## src/common/banked_io_map.vh

```
// Purpose: address map and field layout of the banked digital I/O block
// Assumes: byte-wide host I/O bus, 16-bit I/O addresses
// Notes: definitions only
`ifndef BANKED_IO_MAP_VH
`define BANKED_IO_MAP_VH

`define ADDR_W 16
`define IN_BANK_B_LOW 16'h4040
`define IN_BANK_B_HIGH 16'h4041
`define IN_BANK_A_HIGH 16'h4042
`define IN_BANK_A_LOW 16'h4043
`define OUT_BANK_B_LOW 16'h4100
`define OUT_BANK_B_HIGH 16'h4108
`define OUT_BANK_A_LOW 16'h4110
`define OUT_BANK_A_HIGH 16'h4118
`define SEL_MSB 3
`define SEL_LSB 1
`define STATE_BIT 0
`define OUT_RESET 8'h00
`define READ_IDLE 8'h00

`endif

```

## src/rtl/input_group_mux.v

```verilog
// Purpose: selects one group of eight input levels for a port read
// Assumes: channel vector indexed by physical channel number
// Notes: combinational; decode of unmapped address returns zero
`timescale 1ns/1ps
`default_nettype none
`include "banked_io_map.vh"
module input_group_mux (
  // address and levels
  input wire [`ADDR_W-1:0] addr,
  input wire [31:0] levels,
  // result
  output reg hit,
  output reg [7:0] data
);
  always @* begin
    hit = 1'b1;
    case (addr)
      `IN_BANK_B_LOW: data = levels[7:0];
      `IN_BANK_B_HIGH: data = levels[15:8];
      `IN_BANK_A_HIGH: data = levels[31:24];
      `IN_BANK_A_LOW: data = levels[23:16];
      default: begin
        hit = 1'b0;
        data = `READ_IDLE;
      end
    endcase
  end
endmodule
`default_nettype wire

```

## src/rtl/output_group.v

```verilog
// Purpose: eight output latches written one at a time by index
// Assumes: write strobe one cycle wide, synchronous reset
// Notes: one flip-flop per output, generate loop
`timescale 1ns/1ps
`default_nettype none
`include "banked_io_map.vh"
module output_group (
  // clock and reset
  input wire mclk,
  input wire reset,
  // write request
  input wire wrEn,
  input wire [2:0] index,
  input wire state,
  // driver states
  output wire [7:0] drive
);
  reg [7:0] drive_reg;
  genvar i;
  generate
    for (i = 0; i < 8; i = i + 1) begin : g_out
      always @(posedge mclk) begin
        if (reset) begin
          drive_reg[i] <= 1'b0;
        end else if (wrEn && index == i[2:0]) begin
          drive_reg[i] <= state;
        end
      end
    end
  endgenerate
  assign drive = drive_reg;
endmodule
`default_nettype wire

```

## src/rtl/banked_digital_io_ports.v

```verilog
// Purpose: host-addressed digital I/O, 32 channels in two banks
// Assumes: host bus strobes one cycle wide, synchronous to mclk
// Notes: reads are registered, answer one cycle after the strobe
// Notes on behaviour
// - input bit equals pin level
// - channels 0-15 second bank, 16-31 first
// - four read-only input port addresses
// - bit n is nth channel of group
// - four write-only output group addresses
// - data bits 3..1 select the output
// - data bit 0 is new state
// - data bits 7..4 ignored
// - first bank inputs, second bank outputs
`timescale 1ns/1ps
`default_nettype none
`include "banked_io_map.vh"
module banked_digital_io_ports (
  // clock and reset
  input wire mclk,
  input wire reset,
  // host I/O bus
  input wire [`ADDR_W-1:0] ioAddr,
  input wire ioRd,
  input wire ioWr,
  input wire [7:0] ioWrData,
  output reg [7:0] ioRdData_reg,
  output reg ioRdValid_reg,
  // channel pins
  input wire [15:0] first_bank_channels,
  output wire [15:0] second_bank_channels
);
  // geometry
  localparam GROUPS = 4;
  localparam BANK_W = 16;
  localparam CHANNELS = 32;

  // physical channel views
  wire [CHANNELS-1:0] inLevels;
  wire [CHANNELS-1:0] outStates;
  wire [BANK_W-1:0] secondBankIn;
  // read side
  wire [7:0] rdMux;
  wire rdHit;
  reg [7:0] rdData_next;
  reg rdValid_next;
  // write side
  reg [GROUPS-1:0] grpWr;
  wire [2:0] selIndex;
  wire selState;

  // second bank pins only drive, so they read back as zero
  assign secondBankIn = 16'h0000;

  // physical numbering: second bank low, first bank high
  genvar c;
  generate
    for (c = 0; c < BANK_W; c = c + 1) begin : g_chan
      assign inLevels[c] = secondBankIn[c];
      assign inLevels[BANK_W+c] = first_bank_channels[c];
      assign second_bank_channels[c] = outStates[c];
    end
  endgenerate

  input_group_mux u_mux (
    .addr(ioAddr),
    .levels(inLevels),
    .hit(rdHit),
    .data(rdMux)
  );

  // read answer: pin level as is, nth channel at bit n
  always @* begin
    rdData_next = `READ_IDLE;
    rdValid_next = 1'b0;
    if (ioRd) begin
      rdValid_next = 1'b1;
      if (rdHit) begin
        rdData_next = rdMux;
      end else begin
        rdData_next = `READ_IDLE;
      end
    end
  end

  // answer stands one cycle, then returns to idle
  always @(posedge mclk) begin
    if (reset) begin
      ioRdData_reg <= `READ_IDLE;
      ioRdValid_reg <= 1'b0;
    end else begin
      ioRdValid_reg <= rdValid_next;
      ioRdData_reg <= rdData_next;
    end
  end

  // write decode; unmapped writes touch nothing
  always @* begin
    grpWr = 4'h0;
    if (ioWr) begin
      case (ioAddr)
        `OUT_BANK_B_LOW: begin
          grpWr[0] = 1'b1;
        end
        `OUT_BANK_B_HIGH: begin
          grpWr[1] = 1'b1;
        end
        `OUT_BANK_A_LOW: begin
          grpWr[2] = 1'b1;
        end
        `OUT_BANK_A_HIGH: begin
          grpWr[3] = 1'b1;
        end
        default: begin
          grpWr = 4'h0;
        end
      endcase
    end
  end

  // upper data bits never reach the latches
  assign selIndex = ioWrData[`SEL_MSB:`SEL_LSB];
  assign selState = ioWrData[`STATE_BIT];

  genvar g;
  generate
    for (g = 0; g < 4; g = g + 1) begin : g_grp
      output_group u_grp (
        .mclk(mclk),
        .reset(reset),
        .wrEn(grpWr[g]),
        .index(selIndex),
        .state(selState),
        .drive(outStates[g*8+7:g*8])
      );
    end
  endgenerate
endmodule
`default_nettype wire

```

## config.mk

```make
export PLATFORM = sky130hd
export DESIGN_NAME = banked_digital_io_ports
export DESIGN_NICKNAME = d
export VERILOG_FILES = /design/src/rtl/input_group_mux.v /design/src/rtl/output_group.v /design/src/rtl/banked_digital_io_ports.v
export VERILOG_INCLUDE_DIRS = /design/src /design/src/common
export SDC_FILE = /design/constraint.sdc
export NUM_CORES = 1
export LEC_CHECK = 0
export BUFFER_PORTS_ARGS = -buffer_cell sky130_fd_sc_hd__clkbuf_2
export CELL_PAD_IN_SITES_DETAIL_PLACEMENT = 1
export CELL_PAD_IN_SITES_GLOBAL_PLACEMENT = 1
export CORE_MARGIN = 1
export CORE_UTILIZATION = 36
export CTS_BUF_LIST = sky130_fd_sc_hd__clkbuf_4 sky130_fd_sc_hd__clkbuf_8 sky130_fd_sc_hd__clkbuf_16
export DETAILED_ROUTE_END_ITERATION = 10
export GPL_TIMING_DRIVEN = 0
export PLACE_DENSITY = 0.95
export REMOVE_ABC_BUFFERS = 1
export SLEW_MARGIN = 40
export SYNTH_ARGS = -nofsm -noshare
export SYNTH_HDL_FRONTEND = slang
export SYNTH_HIERARCHICAL = 1
export SYNTH_SLANG_ARGS = --single-unit
```

## constraint.sdc

```tcl
create_clock -name mclk -period 3.4 [get_ports mclk]
set_input_delay 0.34 -clock mclk [delete_from_list [all_inputs] [get_ports mclk]]
set_output_delay 0.34 -clock mclk [all_outputs]
set_load 0.01 [all_outputs]
```

Word level (Yosys, flattened, before mapping):

Index checks and enable logic that the tools add are counted.

* register bits: 25
* bits of input ports: 44
* output and inout port bits: 25

* equality and inequality tests: 13
* multiplexer cells: 6
* bitwise gates (word level): 2
* reductions and logical operators: 19

Operators by type and width (number)
* equality test 16 x 15 -> 1 bit (second input constant): 6
* logical AND 1 bit: 16
* one-hot mux 8 bit (2 select lines): 1
* equality test 3 bit (second input constant): 4
* equality test 3 x 2 -> 1 bit (second input constant): 2
* two-way mux 1 bit: 4
* OR reduction 4 bit: 1
* equality test 3 x 1 -> 1 bit (second input constant): 1
* zero test 3 bit: 1
* OR reduction 3 bit: 1
* two-way mux 2 bit: 1
* inverter 1 bit: 2

Depth between registers and ports, before layout:

Gate-level depths: netlist (run 1).

* word-level depth: 5
* depth in mapped cells: 5

Cells and area by module:

The synthesis (run 1) kept the hierarchy.

By module, submodules not included
* output_group: times used 2, cells an instance 34, area each 386.6 µm², seq. area each 160.2 µm²
* banked_digital_io_ports: times used 1, cells an instance 28, area each 315.3 µm², seq. area each 180.2 µm²
* input_group_mux: times used 1, cells an instance 24, area each 301.5 µm², seq. area each 0.0 µm²

Worst setup path before layout (run 1):

No wires, ideal clock.

* kind: input to register
* from: in ioAddr[11]
* to: reg g_grp[0].u_grp.drive_reg[0]
* arrival time: 1.426 ns
* required time: 3.328 ns
* slack: 1.902 ns
* stages: 5
* buffers on the path: 0
* cell sequence: nor4b_2 -> nand4_1 -> nor2_1 -> nor4b_2 -> mux2i_1

* longest elaborated chain between the ends: 4

RTL lines
* start, declared: RTL line banked_digital_io_ports.v:22 `` input wire [`ADDR_W-1:0] ioAddr, ``
* equality test 16 x 15 -> 1 bit: RTL line banked_digital_io_ports.v:100 `case (ioAddr)`
* two-way mux 1 bit: RTL line banked_digital_io_ports.v:100
* two-way mux 2 bit: RTL line banked_digital_io_ports.v:99 `if (ioWr) begin`
* net grpWr[0]: RTL line banked_digital_io_ports.v:47 `reg [GROUPS-1:0] grpWr;`
* logical AND 1 bit: RTL line output_group.v:25 `end else if (wrEn && index == i[2:0]) begin`
* end signal, assigned by index: RTL line output_group.v:26 `drive_reg[i] <= state;`
* end, declared: RTL line output_group.v:18 `reg [7:0] drive_reg;`

The timed path passes the listed nets, and every way through them passes these cells.
A chain may end at the register's enable or synchronous reset.

Worst setup path after layout (run 1):

* from: in ioAddr[0]
* to: reg g_grp[0].u_grp.drive_reg[0]

Same word-level chain as after synthesis.

==> results of run 1 <==
==> area by class of cell <==
class                           instances  area, sq um  share of cell area [%]
Timing Repair Buffer                   64        320.3                   17.36
Clock inverter                          1        7.507                  0.4068
Multi-Input combinational cell        103        908.4                   49.22
Tap cell                               48        60.06                   3.254
Inverter                                2        7.507                  0.4068
Clock buffer                            3        41.29                   2.237
Sequential cell                        25        500.5                   27.12
==> critical path, stage by stage <==
cell and delay [ns]:
clkbuf_2 0.22, nor4_2 0.31, nand4_1 0.15, nor2_1 0.39, nor4b_2 0.34, mux2i_1 0.25
==> per-layer routing <==
| layer | up-vias | routed length [microns] |
|---|---|---|
| met5 | - | 0 |
| met4 | 0 | 106 |
| met3 | 8 | 195 |
| met2 | 51 | 1736 |
| met1 | 583 | 1274 |
| li1 | 591 | - |
==> where the power goes <==
part | switching (mW) | internal, mW | total [mW]
Combinational | 0.0332 | 0.0430 | 0.0762
Clock | 0.0998 | 0.0832 | 0.183
Sequential | 0.000126 | 0.293 | 0.293
Total | 0.133 | 0.419 | 0.552
==> stage by stage <==
step / instance area [sq um] / worst slack (ns) / utilization (%)
after floorplan: 1416 / 1.902 / -
after global placement: 1797 / 1.388 / 48.71
after detailed placement: 1797 / 1.294 / 48.71
after CTS: 1846 / 1.578 / 50.03
after global routing: 1846 / 1.345 / 50.03
final: 1846 / 1.592 / 50.03
==> path summary, 6_finish.rpt <==
kind | endpoint | slack, ns | cells past startpoint
worst max-delay path | g_grp[0].u_grp/drive[0] | 1.59 | 6
worst min-delay path | ioRdValid_reg | 0.41 | 2
worst max register to register | g_grp[0].u_grp/drive[6] | 2.74 | 2
worst min register to register | g_grp[1].u_grp/drive[2] | 0.48 | 2
==> cells in the mapped netlist <==
master / number
dfxtp_1: 25
nand2b_1: 18
mux2i_1: 16
nor2b_1: 9
and3_1: 8
mux4_2: 8
and4bb_1: 6
nand4b_1: 6
nor4b_2: 5
buf_2: 3
nand4_1: 3
nor2_1: 3
inv_1: 2
nor4_2: 2
and4bb_2: 1
buf_6: 1
clkbuf_1: 1
conb_1: 1
nand4_2: 1
nor4_1: 1
==> logic make-up after synthesis <==
family | Yosys count | synth area share [%]
muxes | 24 | 24.48
other | 1 | 0.2698
DFF | 25 | 36.00
buffers and inverters | 7 | 2.700
and+or+nand+nor | 63 | 36.54
==> run summary, run 1 <==
final net count: 243
CP endpoint kind: flop
grt met1 use: 19.23%
share of cells above drive strength 1: 42.93%
Critical R2R Launch: g_grp[0].u_grp/drive[6]
HPWL after DPL: 2.686 mm
Layout Skew: 0 ns
Post-Synthesis Cells: 120
hold_sp: ioRd
Layout Cells excl Fill: 246
Mapped Area: 0.001390 sq mm
register area share after synthesis: 36.00%
CTS Hold Bufs: 0
vias in the first global route: 1262
GRT met3 Usage: 2.321%
post-synth top area share: 36.00%
overall die height: 64.14 microns
Initial Utilization: 37.69%
met2 Use GR: 31.91%
pin count of the biggest net entering global routing: 20
VDD IR max: 166.3 uV
Vias/cell: 5.012
Pwr Density: 299.4 mW/mm^2
dpl cells: 242
Clock Sinks: 25
crit path launch: ioAddr[0]
worst skew pair latency: 0.27 ns
commonest non-fill, non-tap cell in the layout: clkbuf_2
Hold Vio Cnt, Final: 0
DIE AREA: 0.004114 sq mm
router iterations before antenna repair: 4
synth top area cells: dfxtp_1 (36%), mux4_2 (13%), mux2i_1 (12%)
global-route wire length before repair: 5.582 mm
grt total ovfl: 0
IO Pins: 69
flop and latch count out of synthesis: 25
commonest non-fill, non-tap cells in the layout: clkbuf_2 (64), dfxtp_1 (25), nand2b_1 (18)
Worst slew margin: 64.28%
type of the tightest min-delay check: in -> reg
crit-path max FO: 9
Leakage: 0.8812 nW
Max Freq: 553.1 MHz
PnR Total Power: 552.5 uW
core area: 0.003689 sq mm
crit path DAT: 2.00 ns
Min Hold Slack: 0.4117 ns
Final Critical Period: 1.808 ns
# rows: 22
Worst-path clk slew: 0.09 ns
Avg Cell Area, Syn: 11.58 sq um
CTS Root Cell: clkbuf_8
Die Span X: 64.14 microns
Cell variety after synth: 20
Worst EP required: 3.60 ns
max reg flops: 16
Residual DRC: 0
GRT Overall Usage: 17.70%
area delta synth->final: 32.76%
period utilisation layout: 53.18%
crit start category: input port
IO Port Bufs: 64
CTS buffer count: 3
Finish-stage setup viols: 0
Post-Route WL: 3.312 mm
Pins Over Slew Limit: 0
CTS tree: done
critical path class: in -> reg
fill count: 450
initial antenna violation count: 0
Syn. warnings: 6
Slew @ Worst Pin: 0.5338 ns
status: finished, final reports clean
setup TNS: 0 ns
CTS H-tree lvls: 1
GRT busiest layer: met2
routability cong.: 0.6966
routed len/inst: 13.46 microns
# Max-Cap Violations: 0
largest area contributor in the netlist: dfxtp_1
antenna cells: 0
vias post-DR: 1233
clk buf depth: 2
postcts setup bufs: 0
drt initial violations: 42
RSZ-0062 raised after global routing: false
CTS resizes: 0
Post-DRT Antenna Nets: 0
Power figures use the tool's default switching activity.
==> run 2: changes to the inputs <==
--- a/config.mk
+++ b/config.mk
@@ -10,11 +10,11 @@
 export CELL_PAD_IN_SITES_DETAIL_PLACEMENT = 1
 export CELL_PAD_IN_SITES_GLOBAL_PLACEMENT = 1
 export CORE_MARGIN = 1
-export CORE_UTILIZATION = 36
+export CORE_UTILIZATION = 34
 export CTS_BUF_LIST = sky130_fd_sc_hd__clkbuf_4 sky130_fd_sc_hd__clkbuf_8 sky130_fd_sc_hd__clkbuf_16
 export DETAILED_ROUTE_END_ITERATION = 10
 export GPL_TIMING_DRIVEN = 0
-export PLACE_DENSITY = 0.95
+export PLACE_DENSITY = 0.91
 export REMOVE_ABC_BUFFERS = 1
 export SLEW_MARGIN = 40
 export SYNTH_ARGS = -nofsm -noshare
==> constraint.sdc (replaced) <==
create_clock -name mclk -period 1.8 [get_ports mclk]
set_input_delay 0.18 -clock mclk [delete_from_list [all_inputs] [get_ports mclk]]
set_output_delay 0.18 -clock mclk [all_outputs]
set_load 0.01 [all_outputs]
==> run 2 against run 1 <==
Effect of this change:
- via count decreased by 0.97%
- register-to-register slack got worse by 1.6 ns
- sequential power increased by 89%
- first-iteration DRC count increased to 2.5 times the previous value
- die area increased by 5.7%
- non-clock buffer count unchanged
==> run summary, run 2 (synthesis gave the netlist of run 1 again) <==
VDD IR max: 265.5 uV (was 166.3 uV)
worst skew pair latency: 0.26 ns (was 0.27 ns)
CTS tree: done (unchanged)
Vias/cell: 4.963 (was 5.012)
PnR Total Power: 1.034 mW (was 552.5 uW)
Int Power: 791.7 uW (was 419.4 uW)
max reg flops: 16 (unchanged)
Post-Route WL: 3.248 mm (was 3.312 mm)
Pwr Density: 558.8 mW/mm^2 (was 299.4 mW/mm^2)
grt total ovfl: 0 (unchanged)
grt met1 use: 17.29% (was 19.23%)
CTS buffer count: 3 (unchanged)
core area: 0.003799 sq mm (was 0.003689 sq mm)
commonest non-fill, non-tap cells in the layout: clkbuf_2 (64), dfxtp_1 (25), nand2b_1 (18) (unchanged)
met2 Use GR: 31.38% (was 31.91%)
crit path DAT: 1.75 ns (was 2.00 ns)
Die Span X: 65.94 microns (was 64.14 microns)
HPWL after DPL: 2.612 mm (was 2.686 mm)
vias in the first global route: 1240 (was 1262)
Sw Pwr: 242.4 uW (was 133.1 uW)
crit start category: input port (unchanged)
R2R depth: 2 (unchanged)
initial antenna violation count: 0 (unchanged)
Residual DRC: 0 (unchanged)
final net count: 243 (unchanged)
status: finished, final reports clean (unchanged)
hold depth: 2 (unchanged)
IO Pins: 69 (unchanged)
critical path class: in -> reg (unchanged)
Sw Ratio: 23.44% (was 24.10%)
Seq pwr share: 53.6% (was 53.1%)
postcts setup bufs: 0 (unchanged)
global-route wire length before repair: 5.437 mm (was 5.582 mm)
vias post-DR: 1221 (was 1233)
Max Freq: 645.7 MHz
Leakage: 0.8806 nW (was 0.8812 nW)
pin count of the biggest net entering global routing: 20 (unchanged)
Hold Vio Cnt, Final: 0 (unchanged)
RSZ-0062 raised after global routing: false (unchanged)
Worst EP required: 2.00 ns (was 3.60 ns)
Worst-path clk slew: 0.09 ns (about the same)
routability cong.: 0.6711 (was 0.6966)
router iterations before antenna repair: 4 (unchanged)
period utilisation layout: 86.04%
IO Port Bufs: 64 (unchanged)
dpl ws: -0.1421 ns (was 1.294 ns)
CTS Root Cell: clkbuf_8 (unchanged)
antenna cells: 0 (unchanged)
Layout Skew: 0 ns (unchanged)
clock share of power: 32.5% (was 33.1%)
GRT Overall Usage: 16.33% (was 17.70%)
routed len/inst: 13.20 microns (was 13.46 microns)
fin worst setup slack: 0.2514 ns (was 1.592 ns)
Clock Sinks: 25 (unchanged)
combinational share of power: 13.9% (was 13.8%)
Initial Utilization: 36.59% (was 37.69%)
drt initial violations: 106 (was 42)
GRT busiest layer: met2 (unchanged)
overall die height: 65.94 microns (was 64.14 microns)
Final Critical Period: 1.549 ns
CTS H-tree lvls: 1 (unchanged)
# rows: 22 (unchanged)
crit-path max FO: 9 (unchanged)
share of cells above drive strength 1: 43.94% (was 42.93%)
Post-DRT Antenna Nets: 0 (unchanged)
Finish-stage setup viols: 0 (unchanged)
area delta synth->final: 33.12% (was 32.76%)
DIE AREA: 0.004348 sq mm (was 0.004114 sq mm)
Pins Over Slew Limit: 0 (unchanged)
commonest non-fill, non-tap cell in the layout: clkbuf_2 (unchanged)
type of the tightest min-delay check: in -> reg (unchanged)
clk buf depth: 2 (unchanged)
CP endpoint kind: flop (unchanged)
# Max-Cap Violations: 0 (unchanged)
GRT met3 Usage: 5.000% (was 2.321%)
[run 2: path summary, 6_finish.rpt]
check,startpoint,endpoint,slack [ns]
worst max-delay path,ioAddr[0],g_grp[1].u_grp/drive[0],0.25
worst min-delay path,ioRd,ioRdValid_reg,0.25
worst max register to register,g_grp[0].u_grp/drive[6],g_grp[0].u_grp/drive[6],1.17
worst min register to register,g_grp[0].u_grp/drive[2],g_grp[0].u_grp/drive[2],0.48
[run 2: critical path, cell delays in order]
cell	delay, ns
clkbuf_2	0.21
nor4_2	0.31
nand4_1	0.18
nor2_2	0.35
nor4b_2	0.29
mux2i_1	0.22
[run 2: power by group through the flow]
stage	Clock [mW]	Combinational, mW	Sequential, mW
floorplan	0	0.0639	0.568
global placement	0	0.141	0.567
detailed placement	0	0.144	0.567
CTS	0.348	0.144	0.554
global route	0.372	0.159	0.554
finish	0.336	0.144	0.554
[run 2: area by class of cell]
type | count | area [sq um]
fill | 449 | 1948
sequential | 25 | 500.5
clock inverter | 1 | 7.507
timing repair buffer | 64 | 320.3
clock buffer | 3 | 41.29
inverter | 2 | 7.507
multi-input combinational | 103 | 913.4
tap | 48 | 60.06
[run 2: repair_timing]
item,in CTS,in global routing
hold buffers,0,0
endpoints found under the setup margin,0,3
resized for setup,0,2
[run 2: per-stage QoR]
step           hold slack (ns)  utilization (%)  cell area [sq um]  TNS (ns)  cells
2_1_floorplan           0.3111                -               1416         0    130
3_3_place_gp            0.4607            47.30               1797   -0.1332    242
3_5_place_dp            0.4632            47.30               1797   -0.5777    242
4_1_cts                 0.2457            48.58               1846         0    246
5_1_grt                 0.2513            48.72               1851         0    246
6_report                0.2452            48.72               1851         0    246
[run 2: metal layers]
layer | part of all wire [%] | vias to the layer above
met3 | 8.0 | 2
met1 | 40 | 577
met5 | 0 | -
met2 | 52 | 51
met4 | 0.25 | 0
li1 | - | 591
==> run 3: changes to the inputs <==
--- a/config.mk
+++ b/config.mk
@@ -10,14 +10,13 @@
 export CELL_PAD_IN_SITES_DETAIL_PLACEMENT = 1
 export CELL_PAD_IN_SITES_GLOBAL_PLACEMENT = 1
 export CORE_MARGIN = 1
-export CORE_UTILIZATION = 34
+export CORE_UTILIZATION = 30
 export CTS_BUF_LIST = sky130_fd_sc_hd__clkbuf_4 sky130_fd_sc_hd__clkbuf_8 sky130_fd_sc_hd__clkbuf_16
 export DETAILED_ROUTE_END_ITERATION = 10
 export GPL_TIMING_DRIVEN = 0
-export PLACE_DENSITY = 0.91
+export PLACE_DENSITY = 0.88
 export REMOVE_ABC_BUFFERS = 1
 export SLEW_MARGIN = 40
 export SYNTH_ARGS = -nofsm -noshare
 export SYNTH_HDL_FRONTEND = slang
-export SYNTH_HIERARCHICAL = 1
 export SYNTH_SLANG_ARGS = --single-unit
==> run 3 against run 2 <==
Effect of this change:
- maximum frequency up 1.2%
- die area down 3.7%
- area after synthesis down 15%
- count of clock-buffer cells in the layout unchanged
- power down 4.7%
- largest cell class unchanged
- utilization down 7.6 points
- synthesized cell count down 2.5%
==> run summary, run 3 <==
status: finished, final reports clean (unchanged)
Final Critical Period: 1.531 ns (was 1.549 ns)
hold_sp: first_bank_channels[15] (was ioRd)
IO Pins: 69 (unchanged)
Layout Cells excl Fill: 224 (was 246)
share of cells above drive strength 1: 39.20% (was 43.94%)
Post-Synthesis Cells: 117 (was 120)
# rows: 22 (unchanged)
HPWL after DPL: 2.292 mm (was 2.612 mm)
Sw Pwr: 222.9 uW (was 242.4 uW)
VDD IR max: 315.5 uV (was 265.5 uV)
initial antenna violation count: 0 (unchanged)
Bufs and invs on worst path: 1 (unchanged)
commonest non-fill, non-tap cells in the layout: clkbuf_2 (64), dfxtp_1 (25), mux2i_1 (24) (was clkbuf_2 (64), dfxtp_1 (25), nand2b_1 (18))
Post-Route WL: 2.845 mm (was 3.248 mm)
final net count: 221 (was 243)
max reg flops: 16 (unchanged)
crit path DAT: 1.73 ns (was 1.75 ns)
period utilisation layout: 85.03% (was 86.04%)
CTS H-tree lvls: 1 (unchanged)
clk buf depth: 2 (unchanged)
CP endpoint kind: flop (unchanged)
routability cong.: 0.6887 (was 0.6711)
Max Freq: 653.3 MHz (was 645.7 MHz)
CTS tree: done (unchanged)
DIE AREA: 0.004188 sq mm (was 0.004348 sq mm)
area delta synth->final: 29.48% (was 33.12%)
clock share of power: 33.5% (was 32.5%)
crit start category: input port (unchanged)
Int Power: 762.6 uW (was 791.7 uW)
top-count cell post-synth: dfxtp_1 (unchanged)
dpl cells: 220 (was 242)
synth top area cells: dfxtp_1 (42%), mux2i_1 (20%), nand2b_1 (9.0%) (was dfxtp_1 (36%), mux4_2 (13%), mux2i_1 (12%))
postcts setup bufs: 0 (unchanged)
drt initial violations: 5 (was 106)
Avg Cell Area, Syn: 10.08 sq um (was 11.58 sq um)
overall die height: 64.72 microns (was 65.94 microns)
Vias/cell: 4.710 (was 4.963)
IO Port Bufs: 64 (unchanged)
Final Util: 41.11% (was 48.72%)
worst skew pair latency: 0.26 ns (about the same)
fill count: 466 (was 449)
pin count of the biggest net entering global routing: 19 (was 20)
design area: 0.001528 sq mm (was 0.001851 sq mm)
largest area contributor in the netlist: dfxtp_1 (unchanged)
CTS resizes: 0 (unchanged)
global-route wire length before repair: 4.588 mm (was 5.437 mm)
flop and latch count out of synthesis: 25 (unchanged)
Min Hold Slack: 0.1444 ns (was 0.2452 ns)
Hold Vio Cnt, Final: 0 (unchanged)
uppermost layer routed: met4 (unchanged)
commonest non-fill, non-tap cell in the layout: clkbuf_2 (unchanged)
Worst slew margin: 62.39%
routed wl met3: 273 microns (was 261 microns)
Critical Path, Cell by Cell: clkbuf_2, nor4_1, and4_1, nand3_1, nor2_1 (was clkbuf_2, nor4_2, nand4_1, nor2_2, nor4b_2, mux2i_1)
Finish-stage setup viols: 0 (unchanged)
Sw Ratio: 22.62% (was 23.44%)
Leakage: 0.8029 nW (was 0.8806 nW)
CTS Root Cell: clkbuf_8 (unchanged)
R2R Setup Slk: 1.16 ns (was 1.17 ns)
synth cell count leaders: dfxtp_1 (25), mux2i_1 (24), nand2b_1 (17), nor2_1 (10), nand3_1 (9) (was dfxtp_1 (25), nand2b_1 (18), mux2i_1 (16), nor2b_1 (9))
Pwr Density: 645.1 mW/mm^2 (was 558.8 mW/mm^2)
CP peak stage delay: 0.60 ns (was 0.35 ns)
register area share after synthesis: 42.42% (was 36.00%)
Slew @ Worst Pin: 0.5642 ns
Post-DRT Antenna Nets: 0 (unchanged)
Critical R2R Launch: g_grp[0].u_grp.drive[3] (was g_grp[0].u_grp/drive[6])
critical path's slowest cell: and4_1 (was nor2_2)
Area after DPL: 0.001481 sq mm (was 0.001797 sq mm)
wire length on met2: 1.481 mm (was 1.673 mm)
CTS Hold Bufs: 0 (unchanged)
Clock Sinks: 25 (unchanged)
router iterations before antenna repair: 4 (unchanged)
hold endpoint: ioRdData_reg[7] (was ioRdValid_reg)
critical path class: in -> reg (unchanged)
Mapped Area: 0.001180 sq mm (was 0.001390 sq mm)
vias post-DR: 1055 (was 1221)
routed length on met1: 1.072 mm (was 1.304 mm)
Pins Over Slew Limit: 0 (unchanged)
Syn. warnings: 0 (was 6)
Seq pwr share: 56.2% (was 53.6%)
combinational share of power: 10.3% (was 13.9%)
routed len/inst: 12.70 microns (was 13.20 microns)
# Max-Cap Violations: 0 (unchanged)
CTS buffer count: 3 (unchanged)
setup TNS: 0 ns (unchanged)
R2R depth: 2 (unchanged)
type of the tightest min-delay check: in -> reg (unchanged)
cell family with most CP delay: simple AND/OR/NAND/NOR gates (unchanged)
GRT Overall Usage: 14.20% (was 16.33%)
Residual DRC: 0 (unchanged)
fin worst setup slack: 0.2694 ns (was 0.2514 ns)
Worst EP required: 2.00 ns (about the same)
ys async rst share: 0% (unchanged)
EDFF count, synth: 0 (unchanged)
crit-path max FO: 17 (was 9)
dpl ws: -0.01543 ns (was -0.1421 ns)
hold depth: 3 (was 2)
antenna cells: 0 (unchanged)
post-synth top area share: 42.42% (was 36.00%)
vias in the first global route: 1110 (was 1240)
Top FF cell, synth: dfxtp_1 (unchanged)
Layout Skew: 0 ns (unchanged)
Cell variety after synth: 18 (was 20)
Initial Utilization: 31.75% (was 36.59%)
Die Span X: 64.72 microns (was 65.94 microns)
core area: 0.003716 sq mm (was 0.003799 sq mm)
Worst-path clk slew: 0.09 ns (about the same)
PnR Total Power: 985.5 uW (was 1.034 mW)
RSZ-0062 raised after global routing: false (unchanged)
reg2reg end: g_grp[0].u_grp.drive[3] (was g_grp[0].u_grp/drive[6])
grt total ovfl: 0 (unchanged)
## run 3: cell types whose count changed after synthesis, sizes merged, moves of 4 or more
cell and delta:
and3 -7, and4bb -7, mux2i +8, mux4 -8, nand3 +9, nand4 +4
nand4b -6, nor2 +7, nor2b -5, nor4b -4
## run 3: layout make-up
class	count	area [sq um]	share of cell area, %
clock buffers	3	41.29	2.703
clock inverters	1	5.005	0.3276
multi-input cells	83	600.6	39.31
flip-flops and latches	25	500.5	32.76
well taps	48	60.06	3.931
repair buffers	64	320.3	20.97
## run 3: per-layer routing
metal | vias up | GRT usage, %
met5 | - | 0
met2 | 51 | 27.34
met1 | 476 | 14.10
met3 | 2 | 4.225
li1 | 526 | -
met4 | 0 | 5.000
## run 3: power groups by stage
stage	Clock (mW)	Combinational (mW)	Sequential, mW
2_1_floorplan	0	0.0361	0.568
3_3_place_gp	0	0.0981	0.567
3_5_place_dp	0	0.103	0.567
4_1_cts	0.347	0.103	0.554
5_1_grt	0.369	0.111	0.554
6_report	0.331	0.101	0.554
## run 3: worst max-delay path by stage
stage	cells past startpoint	endpoint	from
after detailed placement	5	ioRdData_reg[2]	ioAddr[13]
after floorplan	4	ioRdData_reg[0]	ioAddr[7]
after global routing	5	ioRdData_reg[2]	ioAddr[13]
after CTS	5	ioRdData_reg[2]	ioAddr[13]
after global placement	5	ioRdData_reg[2]	ioAddr[7]
final	5	ioRdData_reg[2]	ioAddr[7]
## run 3: cells by family after synthesis
group                  count (synthesis)  share of synthesized area, %
AND/OR/NAND/NOR                       59                         30.54
multiplexers                          24                         20.36
flip-flops                            25                         42.42
buffers and inverters                  9                         6.680
## run 3: worst reg2reg max path: stages, from the launching register on
cell and delay, ns:
dfxtp_1 0.35, nand2b_1 0.06, mux2i_1 0.15
